## config.mk

```make
export PLATFORM = sky130hd
export DESIGN_NAME = prf_top
export DESIGN_NICKNAME = d
export VERILOG_FILES = /design/src/prf_pkg.sv /design/src/prf_top.sv /design/src/prf_event_latch.sv
export SDC_FILE = /design/constraint.sdc
export NUM_CORES = 1
export LEC_CHECK = 0
export BUFFER_PORTS_ARGS = -buffer_cell sky130_fd_sc_hd__buf_2
export CELL_PAD_IN_SITES_DETAIL_PLACEMENT = 0
export CELL_PAD_IN_SITES_GLOBAL_PLACEMENT = 2
export CORE_MARGIN = 5
export CORE_UTILIZATION = 33
export CTS_CLUSTER_SIZE = 30
export DETAILED_ROUTE_END_ITERATION = 16
export PLACE_DENSITY_LB_ADDON = 0.1
export SYNTH_ARGS = -nofsm -noshare
export SYNTH_HDL_FRONTEND = slang
export SYNTH_SLANG_ARGS = --single-unit
export TNS_END_PERCENT = 1
```

## constraint.sdc

```tcl
create_clock -name CLK_SYS -period 1.15 [get_ports CLK_SYS]
set_clock_uncertainty 0.05 [all_clocks]
set_input_delay 0.115 -clock CLK_SYS [delete_from_list [all_inputs] [get_ports CLK_SYS]]
set_output_delay 0.115 -clock CLK_SYS [all_outputs]
set_load 0.02 [all_outputs]
```

## src/prf_pkg.sv

```systemverilog
// Constants for the peripheral request flag register block.
// Assumes one core clock and a plain register port of eight data bits.
package prf_pkg;
    // ------------------------------------------------------------------
    // Register map
    // ------------------------------------------------------------------
    localparam logic [7:0] PRF_FLAGS_ADDR  = 8'h16;
    localparam logic [1:0] PRF_FLAGS_BANK  = 2'h1;
    localparam logic [7:0] PRF_STATUS_ADDR = 8'h20;
    localparam logic [7:0] PRF_MASK_ADDR   = 8'h21;
    localparam logic [7:0] PRF_PORT_ADDR   = 8'h22;
    localparam logic [1:0] PRF_OWN_BANK    = 2'h3;
    // ------------------------------------------------------------------
    // Field positions
    // ------------------------------------------------------------------
    localparam int PRF_BIT_PORT  = 7;
    localparam int PRF_BIT_THIRD_TIMER  = 6;
    localparam int PRF_BIT_TMR2  = 5;
    localparam int PRF_BIT_TMR1  = 4;
    localparam int PRF_BIT_CAP2  = 3;
    localparam int PRF_BIT_CAP1  = 2;
    localparam int PRF_BIT_TX    = 1;
    localparam int PRF_BIT_RX    = 0;
    // ------------------------------------------------------------------
    // Reset values and software flag mask
    // ------------------------------------------------------------------
    localparam logic [7:0] PRF_FLAGS_RESET = 8'h02;
    localparam logic [7:0] PRF_MASK_RESET  = 8'h00;
    localparam logic [7:0] PRF_SOFT_MASK   = 8'hFC;
endpackage

```

## src/prf_top.sv

```systemverilog
// Peripheral request flag register with masked interrupt output.
// Assumes timer, capture and serial events are synchronous to CLK_SYS.
`timescale 1ns/10ps
module prf_top #(
    parameter int PORT_WIDTH = 4
) (
    input  wire logic                  CLK_SYS,
    input  wire logic                  RSTN,
    input  wire logic [1:0]            BANK,
    input  wire logic [7:0]            ADDR,
    input  wire logic [7:0]            WDATA,
    input  wire logic                  WR,
    input  wire logic                  RD,
    output logic      [7:0]            RDATA,
    output logic                       IRQ,
    input  wire logic [PORT_WIDTH-1:0] PORT_IN,
    input  wire logic                  CAPTURE_SELECT,
    input  wire logic                  TMR1_ROLLOVER,
    input  wire logic                  TMR2_ROLLOVER,
    input  wire logic                  THIRD_TIMER_PERIOD_ROLLOVER,
    input  wire logic                  THIRD_TIMER_OVERFLOW,
    input  wire logic                  CAPTURE1_EVENT,
    input  wire logic                  CAPTURE2_EVENT,
    input  wire logic                  TX_BUFFER_EMPTY,
    input  wire logic                  RX_BUFFER_FULL
);
    // ------------------------------------------------------------------
    // Parameter check
    // ------------------------------------------------------------------
    generate
        if (PORT_WIDTH < 1 || PORT_WIDTH > 8) begin : g_bad_width
            $error("PORT_WIDTH must be 1 to 8");
        end
    endgenerate

    // ------------------------------------------------------------------
    // Decode
    // ------------------------------------------------------------------
    logic flags_sel;
    logic status_sel;
    logic mask_sel;
    logic port_sel;
    logic flags_wr;
    assign flags_sel  = (BANK == prf_pkg::PRF_FLAGS_BANK) &&
                        (ADDR == prf_pkg::PRF_FLAGS_ADDR);
    assign status_sel = (BANK == prf_pkg::PRF_OWN_BANK) &&
                        (ADDR == prf_pkg::PRF_STATUS_ADDR);
    assign mask_sel   = (BANK == prf_pkg::PRF_OWN_BANK) &&
                        (ADDR == prf_pkg::PRF_MASK_ADDR);
    assign port_sel   = (BANK == prf_pkg::PRF_OWN_BANK) &&
                        (ADDR == prf_pkg::PRF_PORT_ADDR);
    assign flags_wr   = WR && flags_sel;

    // ------------------------------------------------------------------
    // Strobes per register
    // ------------------------------------------------------------------
    logic status_wr;
    logic mask_wr;
    logic flags_rd;
    logic status_rd;
    logic mask_rd;
    logic port_rd;
    assign status_wr = WR && status_sel;
    assign mask_wr   = WR && mask_sel;
    assign flags_rd  = RD && flags_sel;
    assign status_rd = RD && status_sel;
    assign mask_rd   = RD && mask_sel;
    assign port_rd   = RD && port_sel;

    // ------------------------------------------------------------------
    // Port change detect
    // ------------------------------------------------------------------
    logic [PORT_WIDTH-1:0] port_latch;
    logic                  port_mismatch;
    assign port_mismatch = |(PORT_IN ^ port_latch);

    // Reading the port relatches it and ends the mismatch
    always_ff @(posedge CLK_SYS or negedge RSTN) begin
        if (!RSTN) begin
            port_latch <= '0;
        end else if (port_rd) begin
            port_latch <= PORT_IN;
        end
    end

    // ------------------------------------------------------------------
    // Event sources
    // ------------------------------------------------------------------
    logic       third_timer_event;
    logic [7:0] set_vec;
    logic [7:0] flags;
    logic [7:2] soft_flags;

    // Third timer source by capture select
    always_comb begin
        if (CAPTURE_SELECT) begin
            third_timer_event = THIRD_TIMER_OVERFLOW;
        end else begin
            third_timer_event = THIRD_TIMER_PERIOD_ROLLOVER;
        end
    end

    always_comb begin
        set_vec = 8'h00;
        set_vec[prf_pkg::PRF_BIT_PORT] = port_mismatch;
        set_vec[prf_pkg::PRF_BIT_THIRD_TIMER] = third_timer_event;
        set_vec[prf_pkg::PRF_BIT_TMR2] = TMR2_ROLLOVER;
        set_vec[prf_pkg::PRF_BIT_TMR1] = TMR1_ROLLOVER;
        set_vec[prf_pkg::PRF_BIT_CAP2] = CAPTURE2_EVENT;
        set_vec[prf_pkg::PRF_BIT_CAP1] = CAPTURE1_EVENT;
    end

    // ------------------------------------------------------------------
    // Software flags, writes of zero clear
    // ------------------------------------------------------------------
    genvar i;
    generate
        for (i = 2; i < 8; i++) begin : g_flag
            prf_event_latch u_latch (
                .clk   (CLK_SYS),
                .rst_n (RSTN),
                .set   (set_vec[i]),
                .clr   (flags_wr && !WDATA[i]),
                .flag  (soft_flags[i])
            );
        end
    endgenerate

    // ------------------------------------------------------------------
    // Hardware-driven serial flags
    // ------------------------------------------------------------------
    logic serial_transmit_flag;
    logic serial_receive_flag;

    always_ff @(posedge CLK_SYS or negedge RSTN) begin
        if (!RSTN) begin
            serial_transmit_flag <=
                prf_pkg::PRF_FLAGS_RESET[prf_pkg::PRF_BIT_TX];
        end else begin
            serial_transmit_flag <= TX_BUFFER_EMPTY;
        end
    end

    always_ff @(posedge CLK_SYS or negedge RSTN) begin
        if (!RSTN) begin
            serial_receive_flag <=
                prf_pkg::PRF_FLAGS_RESET[prf_pkg::PRF_BIT_RX];
        end else begin
            serial_receive_flag <= RX_BUFFER_FULL;
        end
    end

    // ------------------------------------------------------------------
    // Flag register image
    // ------------------------------------------------------------------
    always_comb begin
        flags = {soft_flags, 2'h0};
        flags[prf_pkg::PRF_BIT_TX] = serial_transmit_flag;
        flags[prf_pkg::PRF_BIT_RX] = serial_receive_flag;
    end

    // ------------------------------------------------------------------
    // Interrupt status and mask
    // ------------------------------------------------------------------
    logic [7:0] status;
    logic [7:0] mask;
    logic [7:0] ev_set;
    logic [7:0] status_clr;
    assign ev_set     = set_vec | {6'h00, TX_BUFFER_EMPTY, RX_BUFFER_FULL};
    assign status_clr = status_wr ? WDATA : 8'h00;

    // Write one clears, a coinciding event wins
    generate
        for (i = 0; i < 8; i++) begin : g_status
            prf_event_latch u_status (
                .clk   (CLK_SYS),
                .rst_n (RSTN),
                .set   (ev_set[i]),
                .clr   (status_clr[i]),
                .flag  (status[i])
            );
        end
    endgenerate

    always_ff @(posedge CLK_SYS or negedge RSTN) begin
        if (!RSTN) begin
            mask <= prf_pkg::PRF_MASK_RESET;
        end else if (mask_wr) begin
            mask <= WDATA;
        end
    end

    // ------------------------------------------------------------------
    // Pending interrupts
    // ------------------------------------------------------------------
    logic [7:0] pending;
    assign pending = status & mask;

    always_ff @(posedge CLK_SYS or negedge RSTN) begin
        if (!RSTN) begin
            IRQ <= 1'b0;
        end else begin
            IRQ <= |pending;
        end
    end

    // ------------------------------------------------------------------
    // Read data
    // ------------------------------------------------------------------
    logic [7:0] next_rdata;
    always_comb begin
        next_rdata = 8'h00;
        if (flags_rd) begin
            next_rdata = flags;
        end else if (status_rd) begin
            next_rdata = status;
        end else if (mask_rd) begin
            next_rdata = mask;
        end else if (port_rd) begin
            next_rdata = 8'(PORT_IN);
        end
    end

    always_ff @(posedge CLK_SYS or negedge RSTN) begin
        if (!RSTN) begin
            RDATA <= 8'h00;
        end else begin
            RDATA <= next_rdata;
        end
    end
endmodule

```

## src/prf_event_latch.sv

```systemverilog
// Sticky event latch for one software-clearable flag bit.
// Assumes set and clear are synchronous one-cycle terms.
`timescale 1ns/10ps
module prf_event_latch (
    input  wire logic clk,
    input  wire logic rst_n,
    input  wire logic set,
    input  wire logic clr,
    output logic      flag
);
    // ------------------------------------------------------------------
    // Set wins over clear
    // ------------------------------------------------------------------
    always_ff @(posedge clk or negedge rst_n) begin
        if (!rst_n) begin
            flag <= 1'b0;
        end else if (set) begin
            flag <= 1'b1;
        end else if (clr) begin
            flag <= 1'b0;
        end
    end
endmodule

```

# Yosys cells after proc, flatten, opt, wreduce, memory -nomap -nowiden
# Cells that the tools add are included.
word_totals:
  ram_bits: 0
  in_bits: 35
  latchBits: 0
  output_inout_bits: 9
  mem_bits_ro: 0
  reg_bits: 37
  elab_cells: 102
  n_memories: 0
op_classes:
  addsub: 0
  mux: 34
  mul: 0
  shift: 0
  order_cmp: 0
  reduce_logical: 39
  div: 0
  n_eq_ne: 6
  bitwise: 3
op_table:
  columns: ["op", "n"]
  rows:
  - ["$mux W8", 4]
  - ["$mux W1", 29]
  - ["$reduce_bool A2 Y1", 14]
  - ["$eq A8 B6 Y1 const B", 3]
  - ["$logic_and A1 B1 Y1", 17]
  - ["$and A8 B8 Y8", 1]
  - ["$eq A8 B5 Y1 const B", 1]
  - ["$or A8 B2 Y8", 1]
  - ["$reduce_or A8 Y1", 1]
  - ["$logic_not A1 Y1", 6]
  - ["$mux W4", 1]
  - ["$reduce_or A4 Y1", 1]
  - ["$xor A4 B4 Y4", 1]
  - ["$eq A2 B1 Y1 const B", 1]
  - ["$eq A2 B2 Y1 const B", 1]

# Depth between registers and ports, before layout
depth:
  word_depth: 7
  ltp_mapped: 5
  ltp_nobuf: 4

# Modules after synthesis
# A second synthesis with hierarchy kept.
unflattened:
  cells_unflattened: 151
  hier_area_um2: 1784.2
modules_own_cells:
  columns: ["module", "cells_each", "area_each_um2", "seq_area_each_um2", "instances"]
  rows:
  - ["prf_top", 109, 1276.2, 576.8, 1]
  - ["prf_event_latch", 3, 36.3, 25.0, 14]

# Least setup slack after synthesis
# No wires, ideal clock.
synth_timing:
  kind: "input to register"
  start: "input ADDR[4]"
  end: "register mask[0]"
  n_path_buf: 1
  t_arrival_ns: 1.183
  required_time_ns: 0.975
  setup_time_ns: 0.125
  cell_stages: 5
  slack_ns: -0.207
  path_cell_list: "and4bb_2 > buf_2 > and2b_2 > nand4_4 > mux2_2"
synth_between:
  elab_chain_len: 3
synth_lines:
  columns: ["item", "line", "rtl"]
  rows:
  - ["start, declared", "prf_top.sv:10", "input wire logic [7:0] ADDR,"]
  - ["$eq A8 B6 Y1", "prf_top.sv:49", "(ADDR == prf_pkg::PRF_MASK_ADDR);"]
  - ["$logic_and A1 B1 Y1", "prf_top.sv:48", "assign mask_sel = (BANK == prf_pkg::PRF_OWN_BANK) &&"]
  - ["$logic_and A1 B1 Y1", "prf_top.sv:64", "assign mask_wr = WR && mask_sel;"]
  - ["end signal, assigned", "prf_top.sv:187", "mask <= prf_pkg::PRF_MASK_RESET;"]
  - ["end, declared", "prf_top.sv:166", "logic [7:0] mask;"]
# Every way passes these cells.
# A chain may end at the register's enable or synchronous reset.

# Worst setup path after layout
layout_timing:
  start: "input ADDR[2]"
  end: "register mask[3]"
# The elaborated chain is that of the path after synthesis.

==> run_results.csv <==
group,metric,value,unit
outcome,outcome,"finished with violations",
outcome,violations,"negative setup slack",
global_route,grt_max_degree,27,
detailed_routing,drtIter0Drc,79,
clock_tree,clkSinkCount,37,
worst_setup_path,r2r_end,"RDATA[3]",
worst_setup_path,cp-startpoint,"ADDR[2]",
logic_synthesis,seq_area_frac_synth,0.5481,
logic_synthesis,synth_ff_type,"dfrtp_1",
logic_synthesis,yosysTopAreaCellShare,0.5325,
power_and_ir_drop,power_density,1051,nW/µm²
global_route,antenna_found_initial,0,
worst_setup_path,path_class,"input pin to flop",
timing,finalMaxSlewViolations,0,
logic_synthesis,yosys.cell_count.top_type,"dfrtp_1",
worst_setup_path,crit_chain,"buf_6, and4bb_2, and2b_2, nand4_4, mux2_4",
floorplanning,die_h,81.60,µm
worst_setup_path,critPathLaunchType,"input pin",
timing,rsz0062_at_grt,"true",
timing,worst_slack,-0.01883,ns
logic_synthesis,synth_area_leader_cell,"dfrtp_1",
timing,hold_viol_final,0,
final_layout,antenna_cells,0,
detailed_routing,first_pass_iters,4,
worst_setup_path,r2r_start,"g_status[3].u_status.flag",
floorplanning,coreArea,5042,µm²
place,place_inst,279,
power_and_ir_drop,finalPower,2.562,mW
logic_synthesis,ys_warn_count,0,
worst_setup_path,cp.arrival,1.29,ns
worst_setup_path,slowest_stage,"mux2_4",
clock_tree,clk_pin_slew,0.07,ns
global_route,first_global_vias,1485,
detailed_routing,drt-wirelength-per-cell,14.97,µm
worst_setup_path,end_kind,"flop",
timing,holdWs,0.03321,ns
global_route,grt_use_total,0.1478,
detailed_routing,num_vias,1449,
timing,relSlewSlack,0.7633,
final_layout,drive_gt1_frac,0.4353,
clock_tree,htreeDepth,2,
logic_synthesis,synth_area_leaders,"dfrtp_1 53%, mux2_2 13%, a22oi_1 3.6%, o21ai_0 3.0%, a31oi_1 2.6%",
floorplanning,dieWidth,81.60,µm
timing,finalCritPeriodShare,1.016,
clock_tree,tritoncts,"built",
place,hpwl,3498,µm
clock_tree,clk_path_buf_depth,2,
clock_tree,clockRootBuffer,"clkbuf_8",
worst_setup_path,crit_end,"mask[3]",
worst_setup_path,reg2regPathDepth,3,
logic_synthesis,async_flop_share,1.000,
place,numPortBuffers,43,
floorplanning,io-pin-count,44,
floorplanning,die_area,6658,µm²
global_route,grt_pass1_wl,7300,µm
clock_tree,cts_made_buffers,5,
worst_setup_path,critPathMaxFanout,8,
worst_setup_path,crit_path_max_incr_delay,0.35,ns
worst_setup_path,r2r_slack,0.05,ns
logic_synthesis,syn_inst,148,
logic_synthesis,synth.distinct_cells,28,
place,dpl_cell_area,2160,µm²
detailed_routing,drc,0,
floorplanning,initial_core_util,0.3355,
final_layout,nets,266,
timing,finalCriticalPeriod,1.169,ns
floorplanning,fp-row-count,26,
clock_tree,clk_latency,0.28,ns
run,maxCapViolCount,0,
hold_path,hold_path_class,"input pin to flop",
logic_synthesis,netlist_top_cells_count,"36 x dfrtp_1, 20 x mux2_2, 11 x nor2_1",
final_layout,final_cells,302,
timing,max_clock_freq,855.6,MHz
timing,setup_tns,-0.01883,ns
worst_setup_path,cp_data_required_time,1.27,ns
power_and_ir_drop,power.ir.vdd_worst,448.8,µV
detailed_routing,postRouteAntennaNets,0,
place,globalplace.congestion,0.8018,
worst_setup_path,critical_path.top_delay_family,"simple AND/OR/NAND/NOR gates",
final_layout,area_growth_syn_to_layout,44.08,%
logic_synthesis,synth_edf_count,0,
global_route,grt.overflow.total,0,
detailed_routing,avgViaCountPerCell,4.798,
logic_synthesis,syn_area,1692,µm²
timing,worstMarginPinSlew,0.3502,ns
worst_setup_path,critical_path_buf_inv_count,1,
logic_synthesis,synth.ff_latch_count,37,
logic_synthesis,synth_nets,183,
final_layout,post-route-cell-area,2437,µm²
worst_setup_path,cp_num_cells,5,
logic_synthesis,syn_area_per_cell,11.43,µm²
power_and_ir_drop,p_leak,1.108,nW
detailed_routing,wl,4520,µm
timing,setup_violations,1,
## how the worst min path moves through the flow
stage,startpoint,end,slack (ns),cells after the start
after floorplan,RSTN,IRQ,-0.23,0
after global placement,RSTN,g_status[1].u_status.flag,-0.04,1
after detailed placement,RSTN,g_status[1].u_status.flag,-0.02,1
after CTS,THIRD_TIMER_PERIOD_ROLLOVER,g_flag[6].u_latch.flag,0.03,3
after global routing,THIRD_TIMER_PERIOD_ROLLOVER,g_flag[6].u_latch.flag,0.03,3
final,THIRD_TIMER_PERIOD_ROLLOVER,g_flag[6].u_latch.flag,0.03,3
## timing repair
item,CTS,global route
hold buffers,14,0
endpoints found under the setup margin,4,22
endpoints found under the hold margin,50,0
pin swaps,1,4
setup buffers,0,1
gates resized for setup,0,6
## report_power, final
part	total [mW]	internal (mW)	switching, mW
combinational	0.289	0.158	0.131
sequential	1.32	1.32	0.00684
clock	0.951	0.486	0.465
## registers in the layout, summed over array words and instances, names as in the netlist
name / cells
serial_receive_flag: 1
RDATA: 8
g_status.u_status.flag: 8
g_flag.u_latch.flag: 6
port_latch: 4
IRQ: 1
mask: 8
serial_transmit_flag: 1
## layout make-up
cell class	instances	area [µm²]
clock inverter	2	13.76
inverter	10	37.54
sequential	37	927.1
multi-input combinational	96	715.7
tap	70	87.58
timing repair buffer	81	573.1
clock buffer	6	82.58
fill	487	2605
## kinds of logic (layout without fill, tap and decap cells)
logic type | after synthesis | after routing | synth area share
AOI/OAI and AO/OA | 34 | 34 | 0.1250
xor gates and xnor gates | 4 | 4 | 0.02071
muxes | 21 | 21 | 0.1391
buffers and inverters | 15 | 99 | 0.03402
and+or+nand+nor | 37 | 37 | 0.1331
DFF | 37 | 37 | 0.5481
## placed cells by master (no fill, tap or decap), types with 2 or more instances in the layout
cell | synthesis | routed
a22oi_1 | 8 | 7
buf_2 | 1 | 39
nand2_1 | 10 | 10
buf_6 | 0 | 4
nor2_1 | 11 | 11
o211ai_1 | 4 | 4
nor2b_1 | 2 | 2
mux2_2 | 20 | 19
o21ai_0 | 10 | 10
clkbuf_8 | 0 | 6
nand4_1 | 4 | 4
inv_1 | 10 | 10
a21oi_1 | 4 | 4
dlygate4sd3_1 | 0 | 14
a31oi_1 | 7 | 7
buf_4 | 0 | 23
xnor2_1 | 4 | 4
dfrtp_1 | 36 | 36
## worst register-to-register path: stages, from the launching register on
cell      delay [ns]
dfrtp_1         0.39
mux2_2          0.26
o211ai_1        0.19
a21oi_1         0.09
## stage by stage
step	util	worst slack, ns
after floorplan	-	-0.1968
after global placement	0.4283	-0.2780
after detailed placement	0.4283	-0.3121
after CTS	0.4752	-0.001738
after global routing	0.4834	-0.04460
final	0.4834	-0.01883
## layer usage
layer	track usage	part of all wire
met3	0.04057	0.065
met1	0.1848	0.44
met4	0.03488	0.0060
met5	0	0
met2	0.2533	0.49
(Power assumes the default switching activity.)
